**src/hdl/rirq_pkg.sv**
```systemverilog
// Purpose: Shared constants for the radio interrupt routing link and its controller
// Assumes: Register port uses the device's own byte offsets
// Notes:   APB offsets belong to the controller only
package rirq_pkg;
	localparam logic [7:0] REG_ROUTE = 8'h0D;
	localparam logic [7:0] REG_FILL  = 8'h0E;
	localparam logic [7:0] REG_LEVEL = 8'h0F;

	// Route register fields
	localparam int ROUTE_IRQ0_HI = 7;
	localparam int ROUTE_IRQ0_LO = 6;
	localparam int ROUTE_IRQ1_HI = 5;
	localparam int ROUTE_IRQ1_LO = 4;
	localparam int ROUTE_TXSEL   = 3;
	localparam int ROUTE_FULL    = 2;
	localparam int ROUTE_NEMPTY  = 1;
	localparam int ROUTE_OVERRUN = 0;

	// Fill register fields
	localparam int FILL_METHOD   = 7;
	localparam int FILL_CTRL     = 6;
	localparam int FILL_TXDONE   = 5;
	localparam int FILL_TXSTART  = 4;
	localparam int FILL_STR_EN   = 3;
	localparam int FILL_STR_FLAG = 2;
	localparam int FILL_LOCK     = 1;
	localparam int FILL_LOCK_EN  = 0;

	localparam logic [7:0] RST_ROUTE = 8'h00;
	localparam logic [7:0] RST_FILL  = 8'h01;
	localparam logic [7:0] RST_LEVEL = 8'h00;

	// Data handling modes; bit 1 set means packet mode
	localparam logic [1:0] MODE_CONT = 2'h0;
	localparam logic [1:0] MODE_BUF  = 2'h1;

	// Radio states
	localparam logic [1:0] ST_STBY = 2'h0;
	localparam logic [1:0] ST_RX   = 2'h1;
	localparam logic [1:0] ST_TX   = 2'h2;

	// Controller APB map
	localparam logic [7:0] APB_CMD    = 8'h00;
	localparam logic [7:0] APB_STATUS = 8'h04;
	localparam int CMD_ADDR_LO  = 8;
	localparam int CMD_WRITE    = 16;
	localparam int STAT_BUSY    = 0;
	localparam int STAT_IRQ0    = 8;
	localparam int STAT_IRQ1    = 9;
	localparam int STAT_LOCK    = 10;
	localparam int STAT_RDATA_LO = 16;
endpackage : rirq_pkg
```
**src/hdl/rirq_link_if.sv**
```systemverilog
// Purpose: Link between the radio interrupt logic and its host controller
// Assumes: One clock; register requests are one-cycle strobes
// Notes:   Lock pin level is resolved here from its output enable
`timescale 1ns/1ps
interface rirq_link_if (
	input wire logic pclk
);
	logic [7:0] reg_addr;
	logic       reg_wr;
	logic       reg_rd;
	logic [7:0] reg_wdata;
	logic [7:0] reg_rdata;
	logic       reg_ack;
	logic       irq0;
	logic       irq1;
	logic       lock_pin_o;
	logic       lock_pin_oe_n;
	logic       lock_pin;

	// Undriven pin reads low through an assumed pull-down
	assign lock_pin = lock_pin_oe_n ? 1'b0 : lock_pin_o;

	modport device (
		input  reg_addr, reg_wr, reg_rd, reg_wdata,
		output reg_rdata, reg_ack, irq0, irq1, lock_pin_o, lock_pin_oe_n
	);
	modport host (
		output reg_addr, reg_wr, reg_rd, reg_wdata,
		input  reg_rdata, reg_ack, irq0, irq1, lock_pin
	);
endinterface : rirq_link_if

```
**src/hdl/rirq_device.sv**
```systemverilog
// Purpose: Interrupt source routing, buffer flags and status of the radio
// Assumes: Event inputs are synchronous to pclk; pulses last one cycle
// Notes:   Summary of operation follows
// Summary of operation
// RULE1: Rx/standby first line from two-bit select
// RULE2: Packet mode first line choices, address match
// RULE3: Rx/standby second line from two-bit select
// RULE4: Transmit second line: full or done
// RULE5: Read-only buffer full flag, bit two
// RULE6: Read-only active-low not-empty flag, bit one (code reads one while the buffer is not empty)
// RULE7: Overrun flag; writing one clears, flushes
// RULE8: Fill method bit: auto or manual
// RULE9: Auto fill status; write one rearms (code ignores the write while the overrun flag is set)
// RULE10: Manual fill: host starts, stops loading
// RULE11: Transmit done after last bit leaves
// RULE12: Buffered transmit start: full or nonempty
// RULE13: Packet transmit start: threshold or nonempty
// RULE14: Strength source enable bit, reset off
// RULE15: Strength flag over threshold, write clears
// RULE16: Lock status flag, write one clears
// RULE17: Lock enable drives pin or floats
// RULE18: Eight-bit strength threshold, reset zero
// RULE19: Buffer sources also work in standby
// RULE20: Interrupt lines refresh every clock cycle
//
// Local design decision: register access over APB.
`timescale 1ns/1ps
module rirq_device (
	input  wire logic        pclk,
	input  wire logic        presetn,
	rirq_link_if.device      link,
	input  wire logic [1:0]  data_mode,
	input  wire logic [1:0]  radio_state,
	input  wire logic        sync_detect,
	input  wire logic        addr_match,
	input  wire logic        addr_filter_en,
	input  wire logic        write_byte,
	input  wire logic        payload_ready,
	input  wire logic        crc_ok,
	input  wire logic        recovered_bit_clock,
	input  wire logic        buf_full,
	input  wire logic        buf_empty,
	input  wire logic [6:0]  buf_count,
	input  wire logic [5:0]  buffer_level_setting,
	input  wire logic        overrun_event,
	input  wire logic        tx_last_bit,
	input  wire logic [7:0]  signal_strength_event,
	input  wire logic        pll_lock,
	output logic             buf_flush,
	output logic             fill_active,
	output logic             tx_start
);
	logic [1:0] irq0_sel_q;
	logic [1:0] irq1_sel_q;
	logic       tx_irq1_sel_q;
	logic       overrun_q;
	logic       fill_method_q;
	logic       fill_q;
	logic       tx_done_q;
	logic       tx_start_sel_q;
	logic       strength_en_q;
	logic       strength_event_flag_q;
	logic       lock_q;
	logic       lock_en_q;
	logic [7:0] strength_event_level_q;
	logic [7:0] rdata_q;
	logic       ack_q;
	logic       irq0_q;
	logic       irq1_q;
	logic       flush_q;
	logic       tx_start_q;
	logic       pin_o_q;
	logic       pin_oe_n_q;
	logic       irq0_d;
	logic       irq1_d;
	logic       tx_start_d;
	logic       not_empty;
	logic       at_level;
	logic       strength_hit;
	logic       wr_route;
	logic       wr_fill;
	logic       wr_level;
	logic       is_cont;
	logic       is_buf;
	logic       is_tx;
	logic       manual_now;

	assign not_empty = ~buf_empty;
	assign at_level  = buf_count >= {1'b0, buffer_level_setting};
	assign strength_hit = strength_en_q && (signal_strength_event > strength_event_level_q); // RULE14
	assign wr_route  = link.reg_wr && (link.reg_addr == rirq_pkg::REG_ROUTE);
	assign wr_fill   = link.reg_wr && (link.reg_addr == rirq_pkg::REG_FILL);
	assign wr_level  = link.reg_wr && (link.reg_addr == rirq_pkg::REG_LEVEL);
	assign is_cont   = data_mode == rirq_pkg::MODE_CONT;
	assign is_buf    = data_mode == rirq_pkg::MODE_BUF;
	assign is_tx     = radio_state == rirq_pkg::ST_TX;
	// A write that switches method acts on its own fill bit at once
	assign manual_now = wr_fill ? link.reg_wdata[rirq_pkg::FILL_METHOD] : fill_method_q; // RULE8

	// Routing fields and plain control bits
	always_ff @(posedge pclk or negedge presetn) begin
		if (!presetn) begin
			irq0_sel_q     <= rirq_pkg::RST_ROUTE[rirq_pkg::ROUTE_IRQ0_HI:rirq_pkg::ROUTE_IRQ0_LO];
			irq1_sel_q     <= rirq_pkg::RST_ROUTE[rirq_pkg::ROUTE_IRQ1_HI:rirq_pkg::ROUTE_IRQ1_LO];
			tx_irq1_sel_q  <= rirq_pkg::RST_ROUTE[rirq_pkg::ROUTE_TXSEL];
			fill_method_q  <= rirq_pkg::RST_FILL[rirq_pkg::FILL_METHOD];
			tx_start_sel_q <= rirq_pkg::RST_FILL[rirq_pkg::FILL_TXSTART];
			strength_en_q  <= rirq_pkg::RST_FILL[rirq_pkg::FILL_STR_EN];
			lock_en_q      <= rirq_pkg::RST_FILL[rirq_pkg::FILL_LOCK_EN];
			strength_event_level_q <= rirq_pkg::RST_LEVEL; // RULE18
		end else begin
			if (wr_route) begin
				irq0_sel_q    <= link.reg_wdata[rirq_pkg::ROUTE_IRQ0_HI:rirq_pkg::ROUTE_IRQ0_LO];
				irq1_sel_q    <= link.reg_wdata[rirq_pkg::ROUTE_IRQ1_HI:rirq_pkg::ROUTE_IRQ1_LO];
				tx_irq1_sel_q <= link.reg_wdata[rirq_pkg::ROUTE_TXSEL];
			end
			if (wr_fill) begin
				fill_method_q  <= link.reg_wdata[rirq_pkg::FILL_METHOD]; // RULE8
				tx_start_sel_q <= link.reg_wdata[rirq_pkg::FILL_TXSTART];
				strength_en_q  <= link.reg_wdata[rirq_pkg::FILL_STR_EN]; // RULE14
				lock_en_q      <= link.reg_wdata[rirq_pkg::FILL_LOCK_EN];
			end
			if (wr_level)
				strength_event_level_q <= link.reg_wdata; // RULE18
		end
	end

	// Overrun: a new overrun in the clearing cycle keeps the flag set
	always_ff @(posedge pclk or negedge presetn) begin
		if (!presetn) begin
			overrun_q <= 1'b0;
			flush_q   <= 1'b0;
		end else begin
			flush_q <= wr_route && link.reg_wdata[rirq_pkg::ROUTE_OVERRUN]; // RULE7
			if (overrun_event)
				overrun_q <= 1'b1; // RULE7
			else if (wr_route && link.reg_wdata[rirq_pkg::ROUTE_OVERRUN])
				overrun_q <= 1'b0; // RULE7
		end
	end

	// Fill bit: status in auto method, plain control in manual method
	always_ff @(posedge pclk or negedge presetn) begin
		if (!presetn) begin
			fill_q <= 1'b0;
		end else if (manual_now) begin
			if (wr_fill)
				fill_q <= link.reg_wdata[rirq_pkg::FILL_CTRL]; // RULE10
		end else begin
			if (is_buf && sync_detect && !is_tx)
				fill_q <= 1'b1; // RULE9
			else if (wr_fill && link.reg_wdata[rirq_pkg::FILL_CTRL] && !overrun_q)
				fill_q <= 1'b0; // RULE9
		end
	end

	// Done flag is sticky until the next transmission is started
	always_ff @(posedge pclk or negedge presetn) begin
		if (!presetn) begin
			tx_done_q <= 1'b0;
		end else if (tx_last_bit) begin
			tx_done_q <= 1'b1; // RULE11
		end else if (tx_start_d && !tx_start_q) begin
			tx_done_q <= 1'b0;
		end
	end

	// Strength and lock flags; hardware set wins over a clearing write
	always_ff @(posedge pclk or negedge presetn) begin
		if (!presetn) begin
			strength_event_flag_q <= 1'b0;
			lock_q                <= 1'b0;
		end else begin
			if (strength_hit)
				strength_event_flag_q <= 1'b1; // RULE15
			else if (wr_fill && link.reg_wdata[rirq_pkg::FILL_STR_FLAG])
				strength_event_flag_q <= 1'b0; // RULE15
			if (pll_lock)
				lock_q <= 1'b1; // RULE16
			else if (wr_fill && link.reg_wdata[rirq_pkg::FILL_LOCK])
				lock_q <= 1'b0; // RULE16
		end
	end

	// Source selection for both lines and the transmit start condition
	always_comb begin
		irq0_d     = 1'b0;
		irq1_d     = 1'b0;
		tx_start_d = 1'b0;
		if (is_tx) begin
			if (is_cont) begin
				irq1_d = recovered_bit_clock; // RULE4
			end else begin
				irq1_d = tx_irq1_sel_q ? tx_done_q : buf_full; // RULE4
				if (is_buf) begin
					irq0_d     = not_empty; // RULE12
					tx_start_d = tx_start_sel_q ? not_empty : buf_full; // RULE12
				end else begin
					irq0_d     = tx_start_sel_q ? not_empty : at_level; // RULE13
					tx_start_d = tx_start_sel_q ? not_empty : at_level; // RULE13
				end
			end
		end else begin
			// Standby and receive share one map so the buffer stays serviceable
			if (is_cont) begin
				irq0_d = (irq0_sel_q == 2'h1) ? strength_event_flag_q : sync_detect; // RULE1
				irq1_d = recovered_bit_clock; // RULE3
			end else begin
				case (irq0_sel_q)
					2'h0: irq0_d = is_buf ? 1'b0 : payload_ready; // RULE1 RULE2
					2'h1: irq0_d = write_byte; // RULE1 RULE2
					2'h2: irq0_d = not_empty; // RULE19
					2'h3: irq0_d = (!is_buf && addr_filter_en) ? addr_match : sync_detect; // RULE2
					default: irq0_d = 1'b0;
				endcase
				case (irq1_sel_q)
					2'h0: irq1_d = is_buf ? 1'b0 : crc_ok; // RULE3
					2'h1: irq1_d = buf_full; // RULE19
					2'h2: irq1_d = strength_event_flag_q; // RULE3
					2'h3: irq1_d = at_level; // RULE19
					default: irq1_d = 1'b0;
				endcase
			end
		end
	end

	// Registered outputs; lines follow their source one clock later
	always_ff @(posedge pclk or negedge presetn) begin
		if (!presetn) begin
			irq0_q     <= 1'b0;
			irq1_q     <= 1'b0;
			tx_start_q <= 1'b0;
			pin_o_q    <= 1'b0;
			pin_oe_n_q <= 1'b1;
		end else begin
			irq0_q     <= irq0_d; // RULE20
			irq1_q     <= irq1_d; // RULE20
			tx_start_q <= tx_start_d;
			pin_o_q    <= lock_q; // RULE17
			pin_oe_n_q <= ~lock_en_q; // RULE17
		end
	end

	// Register read port answers one cycle after the strobe
	always_ff @(posedge pclk or negedge presetn) begin
		if (!presetn) begin
			rdata_q <= 8'h00;
			ack_q   <= 1'b0;
		end else begin
			ack_q <= link.reg_rd || link.reg_wr;
			if (link.reg_rd) begin
				case (link.reg_addr)
					rirq_pkg::REG_ROUTE: rdata_q <= {irq0_sel_q, irq1_sel_q, tx_irq1_sel_q,
						buf_full, not_empty, overrun_q}; // RULE5 RULE6
					rirq_pkg::REG_FILL: rdata_q <= {fill_method_q, fill_q, tx_done_q,
						tx_start_sel_q, strength_en_q, strength_event_flag_q, lock_q, lock_en_q};
					rirq_pkg::REG_LEVEL: rdata_q <= strength_event_level_q;
					default: rdata_q <= 8'h00;
				endcase
			end
		end
	end

	assign link.reg_rdata     = rdata_q;
	assign link.reg_ack       = ack_q;
	assign link.irq0          = irq0_q;
	assign link.irq1          = irq1_q;
	assign link.lock_pin_o    = pin_o_q;
	assign link.lock_pin_oe_n = pin_oe_n_q;
	assign buf_flush          = flush_q;
	assign fill_active        = fill_q; // RULE10
	assign tx_start           = tx_start_q;
endmodule // rirq_device

```
**src/flat_wrapper.sv**
```systemverilog
// flat-port wrapper written by rule: the top's interface ports become plain ports
module rirq_device_flat 
  (pclk, presetn, data_mode, radio_state, sync_detect, addr_match, addr_filter_en, write_byte, payload_ready, crc_ok, recovered_bit_clock, buf_full, buf_empty, buf_count, buffer_level_setting, overrun_event, tx_last_bit, signal_strength_event, pll_lock, buf_flush, fill_active, tx_start, link_reg_addr, link_reg_wr, link_reg_rd, link_reg_wdata, link_reg_rdata, link_reg_ack, link_irq0, link_irq1, link_lock_pin_o, link_lock_pin_oe_n);
  rirq_link_if link_i (.pclk(pclk));
  input  wire logic pclk;
  input  wire logic presetn;
  input  wire logic [1:0] data_mode;
  input  wire logic [1:0] radio_state;
  input  wire logic sync_detect;
  input  wire logic addr_match;
  input  wire logic addr_filter_en;
  input  wire logic write_byte;
  input  wire logic payload_ready;
  input  wire logic crc_ok;
  input  wire logic recovered_bit_clock;
  input  wire logic buf_full;
  input  wire logic buf_empty;
  input  wire logic [6:0] buf_count;
  input  wire logic [5:0] buffer_level_setting;
  input  wire logic overrun_event;
  input  wire logic tx_last_bit;
  input  wire logic [7:0] signal_strength_event;
  input  wire logic pll_lock;
  output logic buf_flush;
  output logic fill_active;
  output logic tx_start;
  input wire logic [$bits(link_i.reg_addr)-1:0] link_reg_addr;
  input wire logic [$bits(link_i.reg_wr)-1:0] link_reg_wr;
  input wire logic [$bits(link_i.reg_rd)-1:0] link_reg_rd;
  input wire logic [$bits(link_i.reg_wdata)-1:0] link_reg_wdata;
  output wire logic [$bits(link_i.reg_rdata)-1:0] link_reg_rdata;
  output wire logic [$bits(link_i.reg_ack)-1:0] link_reg_ack;
  output wire logic [$bits(link_i.irq0)-1:0] link_irq0;
  output wire logic [$bits(link_i.irq1)-1:0] link_irq1;
  output wire logic [$bits(link_i.lock_pin_o)-1:0] link_lock_pin_o;
  output wire logic [$bits(link_i.lock_pin_oe_n)-1:0] link_lock_pin_oe_n;
  assign link_i.reg_addr = link_reg_addr;
  assign link_i.reg_wr = link_reg_wr;
  assign link_i.reg_rd = link_reg_rd;
  assign link_i.reg_wdata = link_reg_wdata;
  assign link_reg_rdata = link_i.reg_rdata;
  assign link_reg_ack = link_i.reg_ack;
  assign link_irq0 = link_i.irq0;
  assign link_irq1 = link_i.irq1;
  assign link_lock_pin_o = link_i.lock_pin_o;
  assign link_lock_pin_oe_n = link_i.lock_pin_oe_n;
  rirq_device u_core (.pclk(pclk), .presetn(presetn), .link(link_i), .data_mode(data_mode), .radio_state(radio_state), .sync_detect(sync_detect), .addr_match(addr_match), .addr_filter_en(addr_filter_en), .write_byte(write_byte), .payload_ready(payload_ready), .crc_ok(crc_ok), .recovered_bit_clock(recovered_bit_clock), .buf_full(buf_full), .buf_empty(buf_empty), .buf_count(buf_count), .buffer_level_setting(buffer_level_setting), .overrun_event(overrun_event), .tx_last_bit(tx_last_bit), .signal_strength_event(signal_strength_event), .pll_lock(pll_lock), .buf_flush(buf_flush), .fill_active(fill_active), .tx_start(tx_start));
endmodule
```
**config.mk**
```make
export PLATFORM = sky130hd
export DESIGN_NAME = rirq_device_flat
export DESIGN_NICKNAME = d
export VERILOG_FILES = /design/src/hdl/rirq_pkg.sv /design/src/hdl/rirq_link_if.sv /design/src/hdl/rirq_device.sv /design/src/flat_wrapper.sv
export SDC_FILE = /design/constraint.sdc
export NUM_CORES = 1
export LEC_CHECK = 0
export CAP_MARGIN = 15
export CORE_UTILIZATION = 50
export CTS_BUF_LIST = sky130_fd_sc_hd__clkbuf_8 sky130_fd_sc_hd__clkbuf_16
export CTS_CLUSTER_SIZE = 8
export DETAILED_ROUTE_END_ITERATION = 8
export DONT_BUFFER_PORTS = 1
export GPL_ROUTABILITY_DRIVEN = 0
export PLACE_DENSITY = 0.62
export SLEW_MARGIN = 20
export SYNTH_ARGS = -nofsm -noshare
export SYNTH_HDL_FRONTEND = slang
export SYNTH_SLANG_ARGS = --single-unit
```
**constraint.sdc**
```tcl
create_clock -name pclk -period 2.4 [get_ports pclk]
set_input_delay 0.12 -clock pclk [delete_from_list [all_inputs] [get_ports pclk]]
set_output_delay 0.12 -clock pclk [all_outputs]
set_load 0.01 [all_outputs]
```
==> summary.md <==
| Metric | Value |
|---|---|
| Top-count cell post-synth | `dfrtp_1` |
| Placement Cell Area | `0.002167 mm2` |
| Synth Net Count | `approximately 290` |
| Worst rel slew slack | `between 70 and 80%` |
| Io pins | `between 70 and 80` |
| Grt ovf | `0` |
| Cell depth of the worst flop-to-flop path | `7` |
| Die Y | `between 60 and 70 um` |
| CP max FO | `9` |
| Most frequent cells after synthesis | `dfrtp_1 (35), inv_1 (29), nand2_1 (18), o21ai_0 (16)` |
| Sequential power share | `52.5%` |
| DR vias/cell | `just under 6` |
| P_int | `948.3 uW` |
| RR Endpoint | `u_core.strength_event_flag_q` |
| Synth Instances | `between 200 and 250` |
| Area of the die | `0.004563 mm2` |
| Clock buffer depth | `2` |
| Final Hold Viols | `0` |
| Synthesis Warnings | `0` |
| Vias in the first global route | `about 1600` |
| Seq/Total Area, Yosys | `43.21%` |
| Final design utilization | `59.73%` |
| Core ar. | `roughly 0.004 mm2` |
| DP HPWL | `roughly 3700 um` |
| Reg2Reg Setup Slack | `between 0.8 and 0.9 ns` |
| Top post-synthesis cells by area | `dfrtp_1 (41%), ha_1 (8.2%), mux2_2 (7.3%), inv_1 (5.1%), o21ai_0 (3.7%)` |
| Synth area leader | `dfrtp_1` |
| Synth cell types | `42` |
| Critical Path AT | `around 1.8 ns` |
| Dpl ws | `around 0.87 ns` |
| Num rows | `23` |
| Die width | `a little under 70 um` |
| Post-Syn Area | `between 0.002 and 0.0025 mm2` |
| GRT Overall Usage | `between 20% and 30%` |
| Setup TNS | `0 ns` |
| Setup Buffers After CTS | `0` |
| WL per Instance | `around 17 um` |
| CTS sink count | `37` |
| Layout area overhead | `12.81%` |
| Psw | `~350 uW` |
| RSZ-0062 raised after global routing | `no` |
| Critical path endpoint | `u_core.lock_q` |
| WS Path Type | `primary input to flip-flop` |
| Critical Path RT | `about 2.6 ns` |
| Setup Viol. Count Final | `0` |
| Logic pwr share | `14.5%` |
| Global-route wire length before repair | `approximately 7800 um` |
| Vias after detailed routing | `between 1500 and 2000` |
| Max Freq | `0.6281 GHz` |
| I/O Buffers | `0` |
| CTS root buffer | `clkbuf_8` |
| DR iter-0 viols | `between 90 and 100` |
| Cell Pwr Density | `roughly 530 mW/mm2` |
| Synth async-reset ratio | `100.0%` |
| Max rail drop VDD | `a little over 0.0004 V` |
| Clk_lat worst skew | `a little under 0.3 ns` |
| Max Cap Viol | `0` |
| Switching share of power | `between 20 and 30%` |
| Syn avg cell area | `between 9 and 10 um2` |
| ANT nets after route | `0` |
| DR DRC count | `0` |
| Max Slew Vio Count | `0` |
| FF+latch count, synth | `37` |
| Critical path launch point | `link_reg_addr[5]` |
| Final Cycle Share | `about 66%` |
| Initial antenna violation count | `0` |
| EDFF count, synth | `0` |
| Leakage | `around 1.1 nW` |
| Largest net degree at the start of global routing | `38` |
| Cts bufs inserted | `5` |
| Worst reg2reg path startpoint | `u_core.strength_event_level_q[7]` |
| Tmin final | `around 1.6 ns` |
| Clock skew | `~0.0032 ns` |
| CTS tree | `built` |
| H-tree levels | `2` |
| Status | `finished clean` |
| Initial Utilization | `52.94%` |
| DRT Pass-1 Iters | `4` |
| Reg clk slew, reported paths | `around 0.07 ns` |
| Clock power share | `33.0%` |
| Antenna cell count | `0` |
| Layout cells sized above 1 | `between 10 and 15%` |
| Post-route cell area | `~0.0024 mm2` |
| Primary FF master, synth | `dfrtp_1` |
| Top-area cell type share of the netlist area | `roughly two fifths` |
| Fin worst setup slack | `between 0.8 and 0.9 ns` |
| Worst-Margin Slew | `~0.34 ns` |
| Setup crit end kind | `flip-flop` |
| Startpoint Class | `primary input` |
| Worst hold-check path type | `primary input to flip-flop` |
| Final WL | `about 4900 um` |
| Final #Nets | `between 300 and 400` |
worst min path at each step:
stage	start	end	cells past startpoint	slack, ns
floorplan	presetn	u_core.buf_flush	0	-0.18
global placement	presetn	u_core.link.irq1	0	-0.17
detailed placement	presetn	u_core.tx_start	0	-0.17
CTS	tx_last_bit	u_core.tx_done_q	2	0.006
global route	link_reg_wdata[2]	u_core.strength_event_flag_q	2	0.02
finish	link_reg_wdata[2]	u_core.strength_event_flag_q	2	0.01
layout by cell type (no fill, tap or decap), drive strengths merged, types with 4 or more instances in the layout:
master and count:
dfrtp 35, inv 29, o21ai 19, nand2 18
dlygate4sd3 15, mux2 14, ha 14, o22ai 11
nor2 9, a22oi 8, a21oi 7, nand2b 6
nor3 5, clkbuf 5, nor2b 4, nand3 4
cell families (layout without fill, tap and decap cells):
family	count (synthesis)	count (layout)	share of synthesized area (%)
buf+inv	36	55	7.804
flops	37	37	43.21
mux	16	16	8.270
fa+ha+maj	14	14	8.154
simple gates	58	58	14.15
compound gates	61	61	18.41
stage by stage:
stage	hold slack [ns]	instances	power [mW]
after global placement	-0.1747	267	0.8307
after floorplan	-0.1756	222	0.8096
after CTS	0.006423	291	1.307
final	0.01229	291	1.295
after global routing	0.02095	291	1.370
after detailed placement	-0.1748	267	0.8406
flip-flops by register name, indices dropped and copies added, names as in the netlist, 2 cells and up:
register                       flops
u_core.irq0_sel_q                  2
u_core.irq1_sel_q                  2
u_core.strength_event_level_q      8
u_core.link.reg_rdata              8
layout make-up:
cell class / instances / area, um2
fillers: 359 / 1634
multi-input cells: 149 / 1052
clock inverters: 3 / 17.52
flip-flops and latches: 37 / 928.4
inverters: 29 / 108.9
repair buffers: 18 / 185.2
clock buffers: 5 / 68.82
well taps: 50 / 62.56
worst max-delay path: stages:
cell and delay, ns:
nor4_2 0.30, and4_4 0.29, and2_2 0.27, nand2_1 0.08, a21o_1 0.17, dlygate4sd3_1 0.54
power by group through the flow:
stage,clock network [mW],registers (mW),logic (mW)
floorplan,0,0.684,0.126
global placement,0,0.690,0.141
detailed placement,0,0.692,0.149
CTS,0.438,0.680,0.189
global route,0.472,0.684,0.213
finish,0.428,0.680,0.187
timing repair:
| action | in CTS | in global routing |
|---|---|---|
| hold endpoints to repair | 66 | 0 |
| gates resized for setup | 0 | 0 |
| hold buffers | 16 | 0 |
layer usage:
layer / track usage (%) / share of wire, %
met5: 0 / 0
met4: 9.840 / 1.7
met3: 5.743 / 6.4
met2: 35.77 / 46
met1: 32.34 / 46
No activity file was read; power rests on OpenSTA's default activity.
